File: config.mk
export PLATFORM = sky130hd
export DESIGN_NAME = rlb_latch_bank
export DESIGN_NICKNAME = d
export VERILOG_FILES = /design/src/rlb_pkg.sv /design/src/rlb_nv_store.sv /design/src/rlb_debounce.sv /design/src/rlb_latch_bank.sv
export SDC_FILE = /design/constraint.sdc
export NUM_CORES = 1
export LEC_CHECK = 0
export ABC_AREA = 1
export BUFFER_PORTS_ARGS = -buffer_cell sky130_fd_sc_hd__buf_2
export CAP_MARGIN = 20
export CORE_AREA = 2 2 229 118
export CTS_BUF_LIST = sky130_fd_sc_hd__clkbuf_16
export DETAILED_ROUTE_END_ITERATION = 10
export DIE_AREA = 0 0 231 120
export MAX_ROUTING_LAYER = met4
export PLACE_DENSITY = 0.72
export SETUP_SLACK_MARGIN = 0.1
export SLEW_MARGIN = 40
export SYNTH_ARGS = -nofsm -noshare
export SYNTH_HDL_FRONTEND = slang
export SYNTH_SLANG_ARGS = --single-unit
File: constraint.sdc
create_clock -name aclk -period 2.03 [get_ports aclk]
set_input_delay 0.5075 -clock aclk [delete_from_list [all_inputs] [get_ports aclk]]
set_output_delay 0.5075 -clock aclk [all_outputs]
set_load 0.05 [all_outputs]
File: src/rlb_pkg.sv
`default_nettype none
package rlb_pkg;

    // ==========================================================
    // Sizes and timing
    // ==========================================================
    localparam int LT_COUNT_DEF     = 8;
    localparam int OPTO_COUNT_DEF   = 6;
    localparam int CLK_PERIOD_NS    = 100;
    localparam int INTERVAL_NS      = 1_000_000;
    localparam int INTERVAL_CYC_DEF = (INTERVAL_NS + CLK_PERIOD_NS - 1)
                                      / CLK_PERIOD_NS;
    localparam int DEB_TICKS_DEF    = 2;
    localparam int CHANGES_PER_DAY  = 70;
    localparam int DAYS_PER_YEAR    = 365;
    localparam int LIFE_YEARS       = 25;
    localparam int ENDURANCE_DEF    = CHANGES_PER_DAY * DAYS_PER_YEAR
                                      * LIFE_YEARS;
    localparam int WCOUNT_W         = 20;

    // ==========================================================
    // Nonvolatile store layout
    // ==========================================================
    localparam int          NV_DEPTH    = 2;
    localparam int          NV_WIDTH    = 32;
    localparam logic        NV_ADDR_LT  = 1'h0;
    localparam logic        NV_ADDR_CNT = 1'h1;
    localparam logic [15:0] NV_MARK     = 16'h5a3c;

    // ==========================================================
    // Register map
    // ==========================================================
    localparam logic [7:0] REG_RB_ON    = 8'h00;
    localparam logic [7:0] REG_RB_PULSE = 8'h04;
    localparam logic [7:0] REG_LATCH    = 8'h08;
    localparam logic [7:0] REG_STATUS   = 8'h0c;
    localparam logic [7:0] REG_WCOUNT   = 8'h10;
    localparam int         STAT_RUN_BIT = 0;
    localparam int         STAT_FAIL_BIT = 1;
    localparam logic [1:0] RESP_OKAY    = 2'h0;
    localparam logic [1:0] RESP_SLVERR  = 2'h2;

    typedef enum logic [1:0] {
        PH_RD_LT  = 2'b00,
        PH_RD_CNT = 2'b01,
        PH_LOAD   = 2'b10,
        PH_RUN    = 2'b11
    } rlb_phase_t;

    typedef struct packed {
        logic        awvalid;
        logic [7:0]  awaddr;
        logic        wvalid;
        logic [31:0] wdata;
        logic [3:0]  wstrb;
        logic        bready;
        logic        arvalid;
        logic [7:0]  araddr;
        logic        rready;
    } rlb_axi_req_t;

    typedef struct packed {
        logic        awready;
        logic        wready;
        logic        bvalid;
        logic [1:0]  bresp;
        logic        arready;
        logic        rvalid;
        logic [31:0] rdata;
        logic [1:0]  rresp;
    } rlb_axi_rsp_t;

endpackage : rlb_pkg
`default_nettype wire

File: src/rlb_nv_store.sv
`timescale 1ns/1ps
`default_nettype none
module rlb_nv_store #(
    parameter int W     = 32,
    parameter int DEPTH = 2
) (
    input  wire logic                     aclk,
    input  wire logic                     we,
    input  wire logic [$clog2(DEPTH)-1:0] waddr,
    input  wire logic [W-1:0]             wdata,
    input  wire logic [$clog2(DEPTH)-1:0] raddr,
    output logic      [W-1:0]             rdata
);
    typedef struct packed {
        logic [DEPTH-1:0][W-1:0] mem;
        logic [W-1:0]            rd;
    } rlb_nv_t;

    rlb_nv_t s_ff;
    rlb_nv_t nxt_s;

    // ==========================================================
    // Storage
    // ==========================================================
    // No reset: contents model nonvolatile cells across power loss
    always_comb begin
        nxt_s    = s_ff;
        nxt_s.rd = s_ff.mem[raddr];
        if (we) begin
            nxt_s.mem[waddr] = wdata;
        end
    end

    always_ff @(posedge aclk) begin
        s_ff <= nxt_s;
    end

    assign rdata = s_ff.rd;

endmodule : rlb_nv_store
`default_nettype wire

File: src/rlb_debounce.sv
`timescale 1ns/1ps
`default_nettype none
module rlb_debounce import rlb_pkg::*; #(
    parameter int N         = 6,
    parameter int DEB_TICKS = 2
) (
    input  wire logic         aclk,
    input  wire logic         aresetn,
    input  wire logic         tick,
    input  wire logic [N-1:0] raw,
    output logic      [N-1:0] deb
);
    localparam int CW = $clog2(DEB_TICKS) + 1;

    typedef struct packed {
        logic [N-1:0][CW-1:0] cnt;
        logic [N-1:0]         deb;
    } rlb_deb_t;

    rlb_deb_t s_ff;
    rlb_deb_t nxt_s;

    // ==========================================================
    // Pickup and dropout qualification, counted in intervals
    // ==========================================================
    always_comb begin
        nxt_s = s_ff;
        for (int i = 0; i < N; i++) begin
            if (raw[i] == s_ff.deb[i]) begin
                nxt_s.cnt[i] = '0;
            end else if (tick) begin
                if (s_ff.cnt[i] == CW'(DEB_TICKS - 1)) begin
                    nxt_s.deb[i] = raw[i];
                    nxt_s.cnt[i] = '0;
                end else begin
                    nxt_s.cnt[i] = s_ff.cnt[i] + 1'b1;
                end
            end
        end
    end

    always_ff @(posedge aclk) begin
        if (!aresetn) begin
            s_ff <= '0;
        end else begin
            s_ff <= nxt_s;
        end
    end

    assign deb = s_ff.deb;
endmodule : rlb_debounce
`default_nettype wire

File: src/rlb_latch_bank.sv
// Notes on behaviour
// - Bank holds 8 or 16 latch bits, each with own set/clear terms.
// - Set term alone drives the latch bit to 1 and holds it.
// - Clear term clears the bit, even when set is also high.
// - Rising-edge operator gives 1 for one interval on 0-to-1.
// - A set in one interval shows on the bit next interval.
// - A held input toggles the latch only once; pulse already expired.
// - Latch bits survive power loss exactly as they were.
// - Settings edits and group switches leave latch bits unchanged.
// - Edits to an idle group never pause evaluation or touch bits.
// - New equations act on the retained values after a change.
// - Average of 70 changes a day over 25 years; overuse flags fail.
// - Opto inputs reach equations only after their debounce timer.
// - Momentary remote bit reads 1 for one interval, then 0.
// - Contacts stay de-energized until the stored state is restored.
//
// The AXI4-Lite register port and the register addresses are this design's own decisions.
`timescale 1ns/1ps
`default_nettype none
module rlb_latch_bank import rlb_pkg::*; #(
    parameter int N            = LT_COUNT_DEF,
    parameter int NOPTO        = OPTO_COUNT_DEF,
    parameter int INTERVAL_CYC = INTERVAL_CYC_DEF,
    parameter int DEB_TICKS    = DEB_TICKS_DEF,
    parameter int ENDURANCE    = ENDURANCE_DEF
) (
    input  wire logic             aclk,
    input  wire logic             aresetn,
    input  wire rlb_axi_req_t     axi_req,
    output var  rlb_axi_rsp_t     axi_rsp,
    input  wire logic [N-1:0]     latch_assert_term,
    input  wire logic [N-1:0]     latch_clear_term,
    input  wire logic [N-1:0]     edge_operand,
    input  wire logic [NOPTO-1:0] opto_input,
    output logic      [N-1:0]     retained_latch_bit,
    output logic      [N-1:0]     latch_contact_drive,
    output logic      [N-1:0]     edge_pulse,
    output logic      [N-1:0]     remote_bit,
    output logic      [NOPTO-1:0] opto_debounced,
    output logic                  interval_tick,
    output logic                  restore_done,
    output logic                  storage_fail
);
    localparam int TW = $clog2(INTERVAL_CYC) + 1;

    typedef struct packed {
        rlb_phase_t            ph;
        logic [TW-1:0]         tick_cnt;
        logic                  tick;
        logic                  nv_ok;
        logic                  done;
        logic [N-1:0]          lt;
        logic [N-1:0]          drive;
        logic [N-1:0]          edge_q;
        logic [N-1:0]          edge_p;
        logic [N-1:0]          rb_on;
        logic [N-1:0]          rb_pend;
        logic [N-1:0]          rb_mom;
        logic [N-1:0]          rb_out;
        logic [WCOUNT_W-1:0]   wcount;
        logic                  cnt_pend;
        logic                  fail;
        logic                  nv_we;
        logic                  nv_waddr;
        logic [NV_WIDTH-1:0]   nv_wdata;
        logic                  nv_raddr;
        logic                  aw_got;
        logic [7:0]            aw_addr;
        logic                  w_got;
        logic [31:0]           w_data;
        logic [3:0]            w_strb;
        rlb_axi_rsp_t          rsp;
    } rlb_core_t;

    rlb_core_t           s_ff;
    rlb_core_t           nxt_s;
    logic [NV_WIDTH-1:0] nv_rdata;

    // ==========================================================
    // Helpers
    // ==========================================================
    function automatic logic [31:0] wmerge(input logic [31:0] old,
                                           input logic [31:0] data,
                                           input logic [3:0]  strb);
        logic [31:0] r;
        r = old;
        for (int b = 0; b < 4; b++) begin
            if (strb[b]) begin
                r[b*8 +: 8] = data[b*8 +: 8];
            end
        end
        return r;
    endfunction : wmerge

    function automatic logic reg_known(input logic [7:0] a);
        return a == REG_RB_ON || a == REG_RB_PULSE || a == REG_LATCH
            || a == REG_STATUS || a == REG_WCOUNT;
    endfunction : reg_known

    // ==========================================================
    // Submodules
    // ==========================================================
    rlb_nv_store #(
        .W     (NV_WIDTH),
        .DEPTH (NV_DEPTH)
    ) u_nv (
        .aclk  (aclk),
        .we    (s_ff.nv_we),
        .waddr (s_ff.nv_waddr),
        .wdata (s_ff.nv_wdata),
        .raddr (s_ff.nv_raddr),
        .rdata (nv_rdata)
    );

    rlb_debounce #(
        .N         (NOPTO),
        .DEB_TICKS (DEB_TICKS)
    ) u_deb (
        .aclk    (aclk),
        .aresetn (aresetn),
        .tick    (s_ff.tick),
        .raw     (opto_input),
        .deb     (opto_debounced)
    );

    // ==========================================================
    // Next state
    // ==========================================================
    always_comb begin
        nxt_s          = s_ff;
        nxt_s.tick     = 1'b0;
        nxt_s.nv_we    = 1'b0;

        // Processing interval timebase
        if (s_ff.tick_cnt == TW'(INTERVAL_CYC - 1)) begin
            nxt_s.tick_cnt = '0;
            nxt_s.tick     = 1'b1;
        end else begin
            nxt_s.tick_cnt = s_ff.tick_cnt + 1'b1;
        end

        // Edge operator and momentary remote bits run every interval
        if (s_ff.tick) begin
            nxt_s.edge_q  = edge_operand;
            nxt_s.edge_p  = edge_operand & ~s_ff.edge_q;
            nxt_s.rb_mom  = s_ff.rb_pend;
            nxt_s.rb_pend = '0;
        end

        case (s_ff.ph)
            PH_RD_LT: begin
                nxt_s.nv_raddr = NV_ADDR_CNT;
                nxt_s.ph       = PH_RD_CNT;
            end
            PH_RD_CNT: begin
                // Blank store (no mark) starts all bits cleared
                if (nv_rdata[31:16] == NV_MARK) begin
                    nxt_s.nv_ok = 1'b1;
                    nxt_s.lt    = nv_rdata[N-1:0];
                end
                nxt_s.ph = PH_LOAD;
            end
            PH_LOAD: begin
                if (s_ff.nv_ok) begin
                    nxt_s.wcount = nv_rdata[WCOUNT_W-1:0];
                end
                nxt_s.ph = PH_RUN;
            end
            PH_RUN: begin
                if (s_ff.cnt_pend) begin
                    nxt_s.nv_we    = 1'b1;
                    nxt_s.nv_waddr = NV_ADDR_CNT;
                    nxt_s.nv_wdata = NV_WIDTH'(s_ff.wcount);
                    nxt_s.cnt_pend = 1'b0;
                end
                // Only the equations move the bits; settings have no path
                if (s_ff.tick) begin
                    nxt_s.lt = (s_ff.lt | latch_assert_term)
                             & ~latch_clear_term;
                    if (nxt_s.lt != s_ff.lt) begin
                        nxt_s.nv_we    = 1'b1;
                        nxt_s.nv_waddr = NV_ADDR_LT;
                        nxt_s.nv_wdata = {NV_MARK, 16'(nxt_s.lt)};
                        nxt_s.cnt_pend = 1'b1;
                        if (s_ff.wcount != '1) begin
                            nxt_s.wcount = s_ff.wcount + 1'b1;
                        end
                    end
                end
                if (32'(s_ff.wcount) >= ENDURANCE) begin
                    nxt_s.fail = 1'b1;
                end
                nxt_s.drive = s_ff.lt;
            end
            default: begin
                nxt_s.ph = PH_RD_LT;
            end
        endcase
        nxt_s.done = (nxt_s.ph == PH_RUN);

        // AXI4-Lite write path
        if (axi_req.awvalid && s_ff.rsp.awready) begin
            nxt_s.aw_got  = 1'b1;
            nxt_s.aw_addr = axi_req.awaddr;
        end
        if (axi_req.wvalid && s_ff.rsp.wready) begin
            nxt_s.w_got  = 1'b1;
            nxt_s.w_data = axi_req.wdata;
            nxt_s.w_strb = axi_req.wstrb;
        end
        if (s_ff.rsp.bvalid && axi_req.bready) begin
            nxt_s.rsp.bvalid = 1'b0;
        end
        if (s_ff.aw_got && s_ff.w_got && !s_ff.rsp.bvalid) begin
            nxt_s.aw_got     = 1'b0;
            nxt_s.w_got      = 1'b0;
            nxt_s.rsp.bvalid = 1'b1;
            nxt_s.rsp.bresp  = reg_known(s_ff.aw_addr) ? RESP_OKAY
                                                       : RESP_SLVERR;
            if (s_ff.aw_addr == REG_RB_ON) begin
                nxt_s.rb_on = N'(wmerge(32'(s_ff.rb_on), s_ff.w_data,
                                        s_ff.w_strb));
            end else if (s_ff.aw_addr == REG_RB_PULSE) begin
                // Set wins over the interval clear above
                nxt_s.rb_pend = nxt_s.rb_pend
                              | N'(wmerge(32'h0, s_ff.w_data, s_ff.w_strb));
            end
        end
        nxt_s.rsp.awready = !nxt_s.aw_got && !nxt_s.rsp.bvalid;
        nxt_s.rsp.wready  = !nxt_s.w_got && !nxt_s.rsp.bvalid;
        nxt_s.rb_out      = nxt_s.rb_on | nxt_s.rb_mom;

        // AXI4-Lite read path
        if (s_ff.rsp.rvalid && axi_req.rready) begin
            nxt_s.rsp.rvalid = 1'b0;
        end
        if (axi_req.arvalid && s_ff.rsp.arready) begin
            nxt_s.rsp.rvalid = 1'b1;
            nxt_s.rsp.rresp  = reg_known(axi_req.araddr) ? RESP_OKAY
                                                         : RESP_SLVERR;
            nxt_s.rsp.rdata  = 32'h0;
            if (axi_req.araddr == REG_RB_ON) begin
                nxt_s.rsp.rdata = 32'(s_ff.rb_on);
            end else if (axi_req.araddr == REG_LATCH) begin
                nxt_s.rsp.rdata = 32'(s_ff.lt);
            end else if (axi_req.araddr == REG_STATUS) begin
                nxt_s.rsp.rdata[STAT_RUN_BIT]  = s_ff.ph == PH_RUN;
                nxt_s.rsp.rdata[STAT_FAIL_BIT] = s_ff.fail;
            end else if (axi_req.araddr == REG_WCOUNT) begin
                nxt_s.rsp.rdata = 32'(s_ff.wcount);
            end
        end
        nxt_s.rsp.arready = !nxt_s.rsp.rvalid;
    end

    // Remote bits are volatile; latch bits come back from the store
    always_ff @(posedge aclk) begin
        if (!aresetn) begin
            s_ff <= '0;
        end else begin
            s_ff <= nxt_s;
        end
    end

    // ==========================================================
    // Outputs
    // ==========================================================
    assign axi_rsp             = s_ff.rsp;
    assign retained_latch_bit  = s_ff.lt;
    assign latch_contact_drive = s_ff.drive;
    assign edge_pulse          = s_ff.edge_p;
    assign remote_bit          = s_ff.rb_out;
    assign interval_tick       = s_ff.tick;
    assign restore_done        = s_ff.done;
    assign storage_fail        = s_ff.fail;
endmodule : rlb_latch_bank
`default_nettype wire

==> results by group <==
Outcome
  • Status: finished clean

Global route
  • Vias in the first global route: 9,613
  • Initial antenna violation count: 0
  • Total GRT Usage: 23.6%
  • Largest net degree at the start of global routing: 55
  • Overflow after GRT: 0
  • Global-route wire length before repair: 50,500 µm

Worst setup path
  • Slowest CP cell: dfxtp_4
  • Critical path destination: interval_tick
  • Top Family by Delay on Critical Path: buffers and inverters
  • Path depth of the worst reg2reg path: 10
  • Crit path launch: interval_tick$_SDFF_PN0_
  • Most common cell type on the critical path: buf_4
  • Crit path cell chain: buf_4 -> buf_4
  • WP buf/inv: 2
  • Slowest Stage Delay on Critical Path: 0.42 ns
  • Critical path type: register to output pin
  • Reg2Reg Launch Point: s_ff[125]$_SDFFE_PN0P_
  • Worst setup EP type: output pin
  • Crit path arrival time: 1.39 ns
  • CP Data Required Time: 1.52 ns
  • CP max FO: 8
  • Worst r2r dst: s_ff[140]$_SDFFE_PN0P_
  • Element type at the critical path start: register
  • R2r setup slk: 0.15 ns
  • CP Depth: 2

Finish
  • Design area: 14,100 µm²
  • Layout cells sized above 1: 16.1%
  • Area added between synthesis and finish: 13.2%
  • Nets: 1,712
  • Fill cells: 2,409
  • Final Non-Filler Cells: 1,989
  • Footprint of the multi-input gates: 4560 µm²
  • Antenna Diode Count: 0
  • Sequential standard cell area: 6670 µm²

Routing
  • Drt pass-1 iters: 6
  • Vias per std cell: 5.14
  • Iter 0 DRT Violations: 926
  • DR WL/cell: 15.7 µm
  • Drt drc: 0
  • Routed vias: 10,200
  • Detail Route Antenna Nets: 0
  • Drt total wl: 31,300 µm

Clock network
  • Clk_lat worst skew: 0.54 ns
  • CTS tree: built
  • H-tree Lvls: 1
  • Clock root cell: clkbuf_16
  • Worst-path clk slew: 0.07 ns
  • Cts bufs inserted: 25
  • Total setup buffers inserted after CTS: 0
  • Num Clock Sinks: 301
  • Worst-case clock buffer depth: 3

Power and ir drop
  • Pint: 9.05 mW
  • Reg power frac: 52.9%
  • Net Sw Frac: 23.6%
  • Maximum VDD drop: 0.000556 V
  • Clock power share: 40.4%
  • Lkg Pwr: 5.93 nW
  • Net switching power: 2.80 mW
  • PwrDens: 840 nW/µm²
  • Comb pwr share: 6.7%

Worst hold path
  • Hold path startpoint: axi_req[19]
  • Hold Crit Class: input port to register
  • WHS Path Cells: 3

STA
  • RSZ-0062 raised after global routing: true
  • Slew headroom: 54.4%
  • Skew final: 0.0193 ns
  • Setup Viol. Count Final: 0
  • Clock period minus worst slack: 1.90 ns
  • Endpoints failing hold: 0
  • Fin. max-slew vios: 0
  • Worst-margin pin slew: 0.683 ns
  • Fin Setup TNS: 0 ns
  • Final worst path period share: 93.6%
  • FMAX: 526 MHz

Logic synthesis
  • Post-Syn Instances: 1,531
  • Register area share after synthesis: 53.5%
  • Post-synth top flop: dfxtp_1
  • Yosys reg bits: 301
  • Mean Syn Cell Area: 8.14 µm²
  • Post-synth EDFFs: 64
  • Netlist cell types: 45
  • Syn Std Cell Area: 12,500 µm²
  • Ys async rst share: 0%
  • YS warnings: 0

Placement
  • # port buffers: 129
  • Area after DPL: 13,300 µm²
  • Final GP Congestion: 0.939
  • Placed Cells: 1,945
  • Post-DP HPWL: 22,500 µm

Floorplanning
  • Die width: 231 µm
  • Die Y: 120 µm
  • Core area: 25,900 µm²
  • # IOs: 171
  • Die footprint: 27,700 µm²
  • Initial Util: 48.2%
  • Rows: 42

Job
  • MaxCap Viol Count: 0
## flip-flops by register name, indices dropped and copies added (netlist names)
name,count
axi_rsp,27
edge_pulse,8
interval_tick,1
latch_contact_drive,8
remote_bit,8
restore_done,1
retained_latch_bit,8
s_ff,125
storage_fail,1
u_deb.deb,6
u_deb.s_ff,12
u_nv.rdata,32
u_nv.s_ff,64
## cell families after synthesis
logic type,synth area share [%]
DFF,53.5
adders and majority gates,0.301
muxes,0.643
xor gates and xnor gates,1.41
buffers and inverters,10.6
AOI/OAI and AO/OA,9.51
and+or+nand+nor,24.1
other,0.0301
## cells in the mapped netlist (17+ instances only)
cell	n	area share, %
xor2_1	17	1.2
nor2_1	206	6.2
buf_4	82	4.9
nor3_1	23	0.92
o21ai_0	83	3.3
nand2_1	379	11
dfxtp_1	237	38
a21oi_1	70	2.8
nand3_1	73	2.9
clkbuf_1	49	1.5
edfxtp_1	64	15
inv_1	99	3.0
## final cells by class
cell class | count | area share [%]
repair buffers | 193 | 8.55
flip-flops and latches | 301 | 47.3
multi-input cells | 984 | 32.3
inverters | 115 | 3.10
clock inverters | 19 | 1.15
clock buffers | 25 | 4.44
well taps | 352 | 3.12
## power groups by stage
stage          Sequential, mW  Combinational, mW  Clock, mW
2_1_floorplan            6.39              0.586          0
3_3_place_gp             6.40              0.770          0
3_5_place_dp             6.40              0.782          0
4_1_cts                  6.27              0.786       4.85
5_1_grt                  6.28              0.880       5.10
6_report                 6.27              0.790       4.79
## worst register-to-register path, stage by stage, from the launching register on
cell and delay (ns):
dfxtp_1 0.38, ha_1 0.32, inv_1 0.09, nor2_1 0.16, buf_4 0.15, nand2_1 0.09
o21ai_0 0.27, nand4_1 0.15, nand2_1 0.08, nor2_1 0.04, nor2_1 0.07
## layout by cell type (no fill, tap or decap), types with 8 or more instances in the layout
master,netlist,layout
a21oi_1,70,70
nor2_1,206,203
a2bb2oi_1,8,8
inv_2,11,12
nor3_1,23,22
clkinv_1,4,9
mux2i_1,8,8
a31oi_1,8,8
o21ai_1,14,14
inv_1,99,101
o22ai_1,11,11
nand3_1,73,73
dfxtp_1,237,234
buf_2,6,127
o21ai_0,83,83
edfxtp_1,64,64
xor2_1,17,17
conb_1,1,14
buf_4,82,60
clkbuf_16,0,25
nand4_1,14,14
nand2_1,379,378
## stage by stage
step / power (mW) / utilization, % / setup WS (ns) / hold slack, ns
after CTS: 11.9 / 54.4 / 0.139 / 0.206
after detailed placement: 7.18 / 51.4 / -0.0324 / 0.420
after global placement: 7.17 / 51.4 / 0.00674 / 0.415
after global routing: 12.3 / 54.5 / 0.0789 / 0.222
after floorplan: 6.97 / - / 0.262 / 0.412
final: 11.8 / 54.5 / 0.130 / 0.218
## timing repair
item | in CTS | in global routing
setup endpoints to repair | 2 | 37
hold buffers | 0 | 0
resized for setup | 3 | 7
cloned | 0 | 0
## per-layer routing
layer / vias up / track usage [%] / wire [µm]
met5: - / - / 0
li1: 5061 / - / -
met4: 0 / 4.88 / 557
met2: 381 / 32.3 / 12300
met1: 4746 / 35.1 / 15500
met3: 42 / 5.66 / 2960
## worst min path at each step
stage / endpoint
final: s_ff[49]$_SDFFE_PN0P_
after global routing: s_ff[84]$_SDFFE_PN0P_
after CTS: s_ff[49]$_SDFFE_PN0P_
after detailed placement: u_nv.rdata[4]$_DFF_P_
after global placement: u_nv.rdata[5]$_DFF_P_
after floorplan: u_nv.rdata[0]$_DFF_P_
Power figures use the tool's default switching activity.
